### config.mk
export PLATFORM = sky130hd
export DESIGN_NAME = chsh_config
export DESIGN_NICKNAME = d
export VERILOG_FILES = /design/src/chsh_pkg.sv /design/src/chsh_config.sv
export SDC_FILE = /design/constraint.sdc
export NUM_CORES = 1
export LEC_CHECK = 0
export BUFFER_PORTS_ARGS = -buffer_cell sky130_fd_sc_hd__buf_2
export CORE_MARGIN = 1
export CORE_UTILIZATION = 40
export CTS_BUF_LIST = sky130_fd_sc_hd__clkbuf_8
export CTS_CLUSTER_SIZE = 24
export DETAILED_ROUTE_END_ITERATION = 6
export GPL_TIMING_DRIVEN = 0
export MAX_ROUTING_LAYER = met4
export PLACE_DENSITY_LB_ADDON = 0.15
export SETUP_SLACK_MARGIN = 0.15
export SYNTH_ARGS = -nofsm -noshare
export SYNTH_HDL_FRONTEND = slang
export SYNTH_SLANG_ARGS = --single-unit
### constraint.sdc
create_clock -name clk_i -period 1.48 [get_ports clk_i]
set_input_delay 0 -clock clk_i [delete_from_list [all_inputs] [get_ports clk_i]]
set_output_delay 0 -clock clk_i [all_outputs]
set_load 0.01 [all_outputs]
### src/chsh_pkg.sv
// Package: register map, field layout and encodings for the channel and sync-header configuration block
package chsh_pkg;

  // Register byte addresses (printed offsets are not all multiples of four, so index * 4)
  localparam logic [11:0] CHSH_IDX_CHAN     = 12'h209;
  localparam logic [11:0] CHSH_IDX_SYNC     = 12'h20F;
  localparam logic [11:0] CHSH_IDX_LINK     = 12'h300;
  localparam logic [11:0] CHSH_IDX_DERIVED  = 12'h301;
  localparam int          CHSH_AW           = 14;
  localparam logic [13:0] CHSH_ADDR_CHAN    = {CHSH_IDX_CHAN, 2'b00};
  localparam logic [13:0] CHSH_ADDR_SYNC    = {CHSH_IDX_SYNC, 2'b00};
  localparam logic [13:0] CHSH_ADDR_LINK    = {CHSH_IDX_LINK, 2'b00};
  localparam logic [13:0] CHSH_ADDR_DERIVED = {CHSH_IDX_DERIVED, 2'b00};

  // Field positions
  localparam int CHSH_BIT_LOWER  = 0;
  localparam int CHSH_BIT_UPPER  = 1;
  localparam int CHSH_BIT_SINGLE = 2;
  localparam int CHSH_BIT_LINKEN = 0;
  localparam int CHSH_BIT_CALEN  = 1;
  localparam int CHSH_BIT_66B    = 2;

  // Reset values
  localparam logic [7:0] CHSH_RST_CHAN = 8'h03;
  localparam logic [7:0] CHSH_RST_SYNC = 8'h00;
  localparam logic [7:0] CHSH_RST_LINK = 8'h00;

  // Sync-header select encodings
  localparam logic [1:0] CHSH_SH_CRC12 = 2'h0;
  localparam logic [1:0] CHSH_SH_FEC   = 2'h2;

  typedef enum logic [2:0] {
    CHSH_HDR_NONE  = 3'b001,
    CHSH_HDR_CRC12 = 3'b010,
    CHSH_HDR_FEC   = 3'b100
  } chsh_hdr_t;

endpackage : chsh_pkg

### src/chsh_config.sv
// Channel-pair enables, link scaling and sync-header selection behind a Wishbone slave
//
// Our own choice: the Wishbone slave port.
module chsh_config
  import chsh_pkg::*;
#(
  parameter int FULL_LANES = 8,
  parameter int FULL_CONVS = 4
) (
  // Clock and reset
  input  wire logic              clk_i,
  input  wire logic              rst_i,
  // Wishbone slave
  input  wire logic              cyc_i,
  input  wire logic              stb_i,
  input  wire logic              we_i,
  input  wire logic [CHSH_AW-1:0] adr_i,
  input  wire logic [3:0]        sel_i,
  input  wire logic [31:0]       dat_i,
  output logic      [31:0]       dat_o,
  output logic                   ack_o,
  output logic                   err_o,
  // Channel enables, A to D
  output logic      [3:0]        chan_enable_o,
  // Link shape
  output logic      [3:0]        lane_count_o,
  output logic      [3:0]        conv_count_o,
  output logic                   tail_bits_o,
  output logic                   remap_upper_o,
  // Link and calibration controls
  output logic                   link_enable_o,
  output logic                   cal_enable_o,
  // Sync-header stream
  output logic                   hdr_crc12_o,
  output logic                   hdr_fec_o,
  output logic      [7:0]        hdr_command_o
);

  ////////////////////////////////////////////////////////////////////////////
  // Registers
  logic [7:0] chan_reg;
  logic [7:0] sync_reg;
  logic [7:0] link_reg;
  logic       ack_reg;
  logic       err_reg;
  logic [31:0] rdata_reg;
  logic [31:0] rdata_next;
  logic       req;
  logic       hit;
  logic       wr_ack;

  function automatic logic [7:0] merge_byte(input logic [7:0] old_v, input logic [31:0] d, input logic s);
    merge_byte = s ? d[7:0] : old_v;
  endfunction : merge_byte

  assign req = cyc_i && stb_i && !ack_reg && !err_reg;
  assign wr_ack = cyc_i && stb_i && we_i && ack_reg;
  assign hit = (adr_i == CHSH_ADDR_CHAN) || (adr_i == CHSH_ADDR_SYNC) ||
               (adr_i == CHSH_ADDR_LINK) || (adr_i == CHSH_ADDR_DERIVED);

  always_ff @(posedge clk_i) begin
    if (rst_i) begin
      ack_reg <= 1'b0;
      err_reg <= 1'b0;
    end else begin
      ack_reg <= req && hit;
      err_reg <= req && !hit;
    end
  end

  always_ff @(posedge clk_i) begin
    if (rst_i) begin
      chan_reg <= CHSH_RST_CHAN;
      sync_reg <= CHSH_RST_SYNC;
      link_reg <= CHSH_RST_LINK;
    end else if (wr_ack) begin
      if (adr_i == CHSH_ADDR_CHAN) begin
        chan_reg <= merge_byte(chan_reg, dat_i, sel_i[0]);
      end
      if (adr_i == CHSH_ADDR_SYNC) begin
        sync_reg <= merge_byte(sync_reg, dat_i, sel_i[0]);
      end
      if (adr_i == CHSH_ADDR_LINK) begin
        link_reg <= merge_byte(link_reg, dat_i, sel_i[0]);
      end
    end
  end

  ////////////////////////////////////////////////////////////////////////////
  // Derived link configuration
  logic single_ch;
  logic lower_en;
  logic upper_en;
  logic pair_off;
  logic [3:0] lanes_next;
  logic [3:0] convs_next;
  chsh_hdr_t  hdr_next;

  assign single_ch = chan_reg[CHSH_BIT_SINGLE];
  assign lower_en  = chan_reg[CHSH_BIT_LOWER];
  assign upper_en  = chan_reg[CHSH_BIT_UPPER] && !single_ch;
  assign pair_off  = !lower_en || !upper_en;

  always_comb begin
    lanes_next = 4'(FULL_LANES);
    convs_next = 4'(FULL_CONVS);
    if (pair_off) begin
      lanes_next = 4'((FULL_LANES + 1) / 2);
      convs_next = 4'(FULL_CONVS / 2);
    end
  end

  always_comb begin
    hdr_next = CHSH_HDR_NONE;
    if (link_reg[CHSH_BIT_66B]) begin
      unique case (sync_reg[1:0])
        CHSH_SH_CRC12: hdr_next = CHSH_HDR_CRC12;
        CHSH_SH_FEC:   hdr_next = CHSH_HDR_FEC;
        default:       hdr_next = CHSH_HDR_NONE;
      endcase
    end
  end

  always_ff @(posedge clk_i) begin
    if (rst_i) begin
      chan_enable_o <= 4'hF;
      lane_count_o  <= 4'(FULL_LANES);
      conv_count_o  <= 4'(FULL_CONVS);
      tail_bits_o   <= 1'b0;
      remap_upper_o <= 1'b0;
    end else begin
      chan_enable_o[0] <= lower_en;
      chan_enable_o[1] <= lower_en && !single_ch;
      chan_enable_o[2] <= upper_en;
      chan_enable_o[3] <= upper_en;
      lane_count_o     <= lanes_next;
      conv_count_o     <= convs_next;
      tail_bits_o      <= pair_off && (FULL_LANES % 2 == 1);
      remap_upper_o    <= !lower_en && upper_en;
    end
  end

  always_ff @(posedge clk_i) begin
    if (rst_i) begin
      hdr_crc12_o   <= 1'b0;
      hdr_fec_o     <= 1'b0;
      hdr_command_o <= 8'h00;
    end else begin
      hdr_crc12_o   <= hdr_next == CHSH_HDR_CRC12;
      hdr_fec_o     <= hdr_next == CHSH_HDR_FEC;
      hdr_command_o <= 8'h00;
    end
  end

  assign link_enable_o = link_reg[CHSH_BIT_LINKEN];
  assign cal_enable_o  = link_reg[CHSH_BIT_CALEN];

  ////////////////////////////////////////////////////////////////////////////
  // Read data
  always_comb begin
    rdata_next = 32'h0000_0000;
    unique case (adr_i)
      CHSH_ADDR_CHAN:    rdata_next = {24'h000000, chan_reg};
      CHSH_ADDR_SYNC:    rdata_next = {24'h000000, sync_reg};
      CHSH_ADDR_LINK:    rdata_next = {24'h000000, link_reg};
      CHSH_ADDR_DERIVED: rdata_next = {16'h0000, remap_upper_o, tail_bits_o, 2'b00,
                                       chan_enable_o, conv_count_o, lane_count_o};
      default:           rdata_next = 32'h0000_0000;
    endcase
  end

  always_ff @(posedge clk_i) begin
    if (rst_i) begin
      rdata_reg <= 32'h0000_0000;
    end else if (req && !we_i) begin
      rdata_reg <= rdata_next;
    end
  end

  assign dat_o = rdata_reg;
  assign ack_o = ack_reg;
  assign err_o = err_reg;

  ////////////////////////////////////////////////////////////////////////////
  // Assertions
  a_single_kills_bcd: assert property (@(posedge clk_i) disable iff (rst_i)
    single_ch |=> chan_enable_o[3:1] == 3'b000 || $past(rst_i))
    else $error("single-channel mode left B, C or D enabled");
  a_upper_pair_en: assert property (@(posedge clk_i) disable iff (rst_i)
    !$past(rst_i) |-> chan_enable_o[2] == $past(upper_en))
    else $error("upper pair enable mismatch");
  a_lower_pair_en: assert property (@(posedge clk_i) disable iff (rst_i)
    !$past(rst_i) |-> chan_enable_o[0] == $past(lower_en))
    else $error("lower pair enable mismatch");
  a_lane_halving: assert property (@(posedge clk_i) disable iff (rst_i)
    pair_off |=> lane_count_o == 4'((FULL_LANES + 1) / 2) && conv_count_o == 4'(FULL_CONVS / 2))
    else $error("lane or converter count not halved");
  a_tail_bits: assert property (@(posedge clk_i) disable iff (rst_i)
    tail_bits_o |-> $past(pair_off) && FULL_LANES % 2 == 1)
    else $error("tail bits without odd halved lanes");
  a_remap_upper: assert property (@(posedge clk_i) disable iff (rst_i)
    $rose(remap_upper_o) |-> $past(!lower_en))
    else $error("remap without lower pair disabled");
  a_hdr_only_66b: assert property (@(posedge clk_i) disable iff (rst_i)
    !link_reg[CHSH_BIT_66B] ##1 !link_reg[CHSH_BIT_66B] |-> !hdr_crc12_o && !hdr_fec_o)
    else $error("sync header selection outside 64B/66B");
  a_hdr_fec_code: assert property (@(posedge clk_i) disable iff (rst_i)
    hdr_fec_o |-> $past(sync_reg[1:0]) == CHSH_SH_FEC)
    else $error("FEC header without select value 2");
  a_cmd_idle: assert property (@(posedge clk_i) disable iff (rst_i)
    hdr_command_o == 8'h00)
    else $error("command field not idle");
  a_readback: assert property (@(posedge clk_i) disable iff (rst_i)
    wr_ack && adr_i == CHSH_ADDR_SYNC && sel_i[0] |=> sync_reg == $past(dat_i[7:0]))
    else $error("sync select did not store written value");

  ////////////////////////////////////////////////////////////////////////////
  // Bus handshake and storage checks

  a_ack_single_pulse: assert property (@(posedge clk_i) disable iff (rst_i)
    ack_o
    |=> !ack_o)
    else $error("acknowledge longer than one cycle");

  a_err_single_pulse: assert property (@(posedge clk_i) disable iff (rst_i)
    err_o
    |=> !err_o)
    else $error("error longer than one cycle");

  a_ack_err_apart: assert property (@(posedge clk_i) disable iff (rst_i)
    !(ack_o &&
      err_o))
    else $error("acknowledge and error together");

  a_ack_after_req: assert property (@(posedge clk_i) disable iff (rst_i)
    ack_o
    |-> $past(cyc_i && stb_i && hit))
    else $error("acknowledge without mapped request");

  a_err_after_miss: assert property (@(posedge clk_i) disable iff (rst_i)
    err_o
    |-> $past(cyc_i && stb_i && !hit))
    else $error("error without unmapped request");

  a_write_on_ack: assert property (@(posedge clk_i) disable iff (rst_i)
    !wr_ack
    |=> $stable(chan_reg) && $stable(sync_reg) && $stable(link_reg))
    else $error("register changed outside a write");

  a_chan_store: assert property (@(posedge clk_i) disable iff (rst_i)
    wr_ack && adr_i == CHSH_ADDR_CHAN && sel_i[0]
    |=> chan_reg == $past(dat_i[7:0]))
    else $error("channel register did not store written value");

  a_link_store: assert property (@(posedge clk_i) disable iff (rst_i)
    wr_ack && adr_i == CHSH_ADDR_LINK && sel_i[0]
    |=> link_reg == $past(dat_i[7:0]))
    else $error("link control did not store written value");

  a_sel_masked: assert property (@(posedge clk_i) disable iff (rst_i)
    wr_ack && !sel_i[0]
    |=> $stable(chan_reg) && $stable(sync_reg) && $stable(link_reg))
    else $error("masked byte was written");

  a_read_no_write: assert property (@(posedge clk_i) disable iff (rst_i)
    ack_o && !we_i
    |=> $stable(chan_reg) && $stable(sync_reg) && $stable(link_reg))
    else $error("read changed a register");

  a_read_sync_data: assert property (@(posedge clk_i) disable iff (rst_i)
    ack_o && $past(!we_i && adr_i == CHSH_ADDR_SYNC)
    |-> dat_o == {24'h000000, $past(sync_reg)})
    else $error("sync select read data wrong");

  a_read_chan_data: assert property (@(posedge clk_i) disable iff (rst_i)
    ack_o && $past(!we_i && adr_i == CHSH_ADDR_CHAN)
    |-> dat_o == {24'h000000, $past(chan_reg)})
    else $error("channel register read data wrong");

  a_miss_read_zero: assert property (@(posedge clk_i) disable iff (rst_i)
    err_o && $past(!we_i)
    |-> dat_o == 32'h0000_0000)
    else $error("unmapped read data not zero");

  a_rdata_hold: assert property (@(posedge clk_i) disable iff (rst_i)
    !$past(req && !we_i)
    |-> $stable(dat_o))
    else $error("read data changed without a read");

  ////////////////////////////////////////////////////////////////////////////
  // Channel, shape and header checks

  a_lower_b_chan: assert property (@(posedge clk_i) disable iff (rst_i)
    !$past(rst_i)
    |-> chan_enable_o[1] == $past(lower_en && !single_ch))
    else $error("channel B enable mismatch");

  a_upper_d_pair: assert property (@(posedge clk_i) disable iff (rst_i)
    !$past(rst_i)
    |-> chan_enable_o[3] == chan_enable_o[2])
    else $error("channels C and D split");

  a_single_a_only: assert property (@(posedge clk_i) disable iff (rst_i)
    single_ch
    |=> chan_enable_o[0] == $past(lower_en))
    else $error("channel A wrong in single-channel mode");

  a_full_shape: assert property (@(posedge clk_i) disable iff (rst_i)
    !pair_off
    |=> lane_count_o == 4'(FULL_LANES) && conv_count_o == 4'(FULL_CONVS))
    else $error("full lane or converter count wrong");

  a_single_halves: assert property (@(posedge clk_i) disable iff (rst_i)
    single_ch
    |=> lane_count_o == 4'((FULL_LANES + 1) / 2))
    else $error("single-channel lane count not halved");

  a_tail_follows: assert property (@(posedge clk_i) disable iff (rst_i)
    pair_off
    |=> tail_bits_o == (FULL_LANES % 2 == 1))
    else $error("tail bits wrong for halved link");

  a_remap_slots: assert property (@(posedge clk_i) disable iff (rst_i)
    remap_upper_o
    |-> chan_enable_o == 4'hC)
    else $error("remap with wrong channels enabled");

  a_hdr_exclusive: assert property (@(posedge clk_i) disable iff (rst_i)
    !(hdr_crc12_o &&
      hdr_fec_o))
    else $error("two header kinds at once");

  a_hdr_crc_code: assert property (@(posedge clk_i) disable iff (rst_i)
    hdr_crc12_o
    |-> $past(sync_reg[1:0]) == CHSH_SH_CRC12 && $past(link_reg[CHSH_BIT_66B]))
    else $error("CRC-12 header without select value 0");

  a_hdr_reserved: assert property (@(posedge clk_i) disable iff (rst_i)
    link_reg[CHSH_BIT_66B] && sync_reg[0]
    |=> !hdr_crc12_o && !hdr_fec_o)
    else $error("header sent for reserved select");

endmodule : chsh_config

==> results.json <==
{
  "ioPinCount": 115,
  "num_rows": 26,
  "drtIter0Drc": 138,
  "status": "complete, no violations",
  "port_buffers": 53,
  "finalCritPeriodShare_pct": 97.59,
  "reg2regPathDepth": 4,
  "multiInputGateArea_sq_um": 1177,
  "cts_sinks": 46,
  "syn_to_final_growth_pct": 35.48,
  "synth_edf_count": 0,
  "coreArea_sq_um": 5270,
  "dp.cells": 410,
  "whs_endpoint": "dat_o[0]",
  "synthCells": 256,
  "wl_per_cell_um": 12.89,
  "yosysMostFrequentCell": "dfxtp_1",
  "grt_pass1_vias": 1839,
  "grtUsageTotal_pct": 20.06,
  "vias_per_cell": 4.869,
  "dp_hpwl_mm": 4.180,
  "seqCellArea_sq_um": 922.1,
  "critPathMaxStageDelay_ns": 0.47,
  "skew_ns": 0.005688,
  "synth_area_leaders": "dfxtp_1 (41%), buf_4 (12%), o21ai_0 (5.6%)",
  "die_h_um": 77.06,
  "grt_pass1_wl_mm": 9.163,
  "fin_crit_ns": 1.444,
  "fin_util_pct": 57.93,
  "num_vias": 2089,
  "holdCritStartpoint": "we_i",
  "path_cells": "nand4bb_4 -> or4_4 -> nor3_4 -> a22o_1",
  "start_util_pct": 42.76,
  "ys_seq_area_share_pct": 40.87,
  "cts_root_buf": "clkbuf_8",
  "cts_tree": "yes",
  "ir_worst_vdd_mv": 0.4085,
  "critPathCaptureType": "flip-flop",
  "powerDensity_nw_per_um2": 750.9,
  "post-place-ws_ns": -0.3533,
  "fillers": 504,
  "cap_violations": 0,
  "synth_warnings": 0,
  "path_class": "flip-flop to flip-flop",
  "crit_buf_inv": 0,
  "worst-path-max-fanout": 4,
  "diodes": 0,
  "synth.top_cell.area_share_pct": 40.87,
  "die_w_um": 77.06,
  "relSlewSlack_pct": 61.64,
  "setup_viol": 0,
  "cp.required_ns": 1.73,
  "grt_overflow_total": 0,
  "rsz0062_at_grt": "true",
  "synth_common_cells": "dfxtp_1 (46), buf_4 (36), o21ai_0 (25)",
  "ys_ff_latch": 46,
  "max_freq_mhz": 692.3,
  "r2r_slack_ns": 0.04,
  "clock_latency_ns": 0.30,
  "min-delay-path-class": "input port to flip-flop",
  "clock_path_buffers": 2,
  "rr_startpoint": "ack_o",
  "timing.final.hold_violations": 0,
  "grt_antenna_before_repair": 0,
  "yosysUniqueCellTypes": 39,
  "first_pass_iters": 4,
  "rr_endpoint": "dat_o[15]",
  "slew_violations": 0,
  "setup_ws_ns": 0.03563,
  "synth_area_sq_um": 2253,
  "ys.flop_type": "dfxtp_1",
  "worst_pin_slew_ns": 0.5701,
  "avgSynthCellArea_sq_um": 8.802,
  "stdcell_count": 429,
  "largest_reg_flops": 12,
  "routabilityCongestion": 0.8358,
  "ys_async_sr_fraction_pct": 0,
  "cp-start-kind": "flip-flop",
  "path_delay_family": "simple AND/OR/NAND/NOR gates",
  "yosysTopAreaCell": "dfxtp_1",
  "htreeDepth": 2,
  "cts_buffers": 5,
  "die-area_sq_um": 5937,
  "wl_mm": 5.530,
  "path_clk_slew_ns": 0.09,
  "power_leakage_nw": 1.339,
  "grt_max_degree": 16,
  "crit_slowest_cell": "or4_4",
  "hold_depth": 4,
  "fin_nets": 413,
  "postRouteAntennaNets": 0,
  "drc": 0,
  "drive_gt1_share_pct": 37.33,
  "arrival_ns": 1.70
}
## worst max path at each step
stage | startpoint | to | slack, ns | cells past startpoint
3_5_place_dp | adr_i[2] | dat_o[7] | -0.35 | 5
6_report | ack_o | dat_o[15] | 0.04 | 4
3_3_place_gp | adr_i[8] | chan_reg[2] | -0.31 | 5
5_1_grt | ack_o | dat_o[11] | -0.05 | 4
2_1_floorplan | adr_i[1] | dat_o[11] | -0.05 | 5
4_1_cts | ack_o | dat_o[15] | -0.02 | 4
## cells in the final DEF, fill, tap and decap left out, drive strengths merged, types with 5 or more instances in the layout
cell type	count
nand2b	5
nand2	8
dfxtp	46
clkbuf	16
nand3	13
dlygate4sd3	8
a22oi	8
nand4	12
nor2	8
o21ai	25
buf	98
a22o	12
a21oi	21
mux2i	8
conb	32
## worst min-delay path, stage by stage
cell and delay, ns:
buf_2 0.13, nor3_1 0.06, nand3_1 0.12, o21ai_0 0.10
## cell families after synthesis
group                  after synthesis  synth area share (%)
multiplexers                         8                 3.554
AO/OA/AOI/OAI                       72                 19.43
XOR/XNOR                             1                0.3887
buffers and inverters               56                 15.77
flip-flops                          46                 40.87
other                                1                0.1664
AND/OR/NAND/NOR                     72                 19.82
## area by class of cell
| cell class | count | area share, % |
|---|---|---|
| flip-flops and latches | 46 | 30.20 |
| plain buffers | 53 | 12.99 |
| clock inverters | 3 | 0.6967 |
| multi-input cells | 185 | 38.57 |
| inverters | 3 | 0.3689 |
| well taps | 70 | 2.869 |
| clock buffers | 5 | 2.254 |
| repair buffers | 64 | 12.05 |
## power breakdown
part	leakage, nW	total (mW)	internal, mW	switching (mW)
clock	0.0441	0.764	0.332	0.432
combinational	0.924	0.291	0.141	0.150
sequential	0.371	1.24	1.24	0.000664
total	1.34	2.29	1.71	0.582
## timing repair
| action | CTS | global route |
|---|---|---|
| pin swaps | 5 | 5 |
| hold buffers | 8 | 0 |
| endpoints found under the hold margin | 22 | 0 |
| cloned | 1 | 0 |
| setup endpoints to repair | 36 | 36 |
| gates resized for setup | 12 | 11 |
| buffers inserted | 2 | 0 |
## stage by stage
stage | hold slack [ns] | area [sq um] | power (mW) | TNS, ns
4_1_cts | 0.1317 | 3024 | 2.303 | -0.05934
5_1_grt | 0.1760 | 3053 | 2.404 | -0.3492
2_1_floorplan | 0.1519 | 2416 | 1.443 | -0.1981
3_3_place_gp | 0.2870 | 2769 | 1.514 | -9.062
3_5_place_dp | 0.2937 | 2769 | 1.515 | -9.528
6_report | 0.1563 | 3053 | 2.293 | 0
## routing by layer
metal	part of all wire, %	global-route usage (%)	wire, um
met1	47	26.81	2584
met4	0.94	6.038	52
met3	5.7	3.810	316
met5	0	-	0
met2	47	30.63	2577
Power figures use the tool's default switching activity.
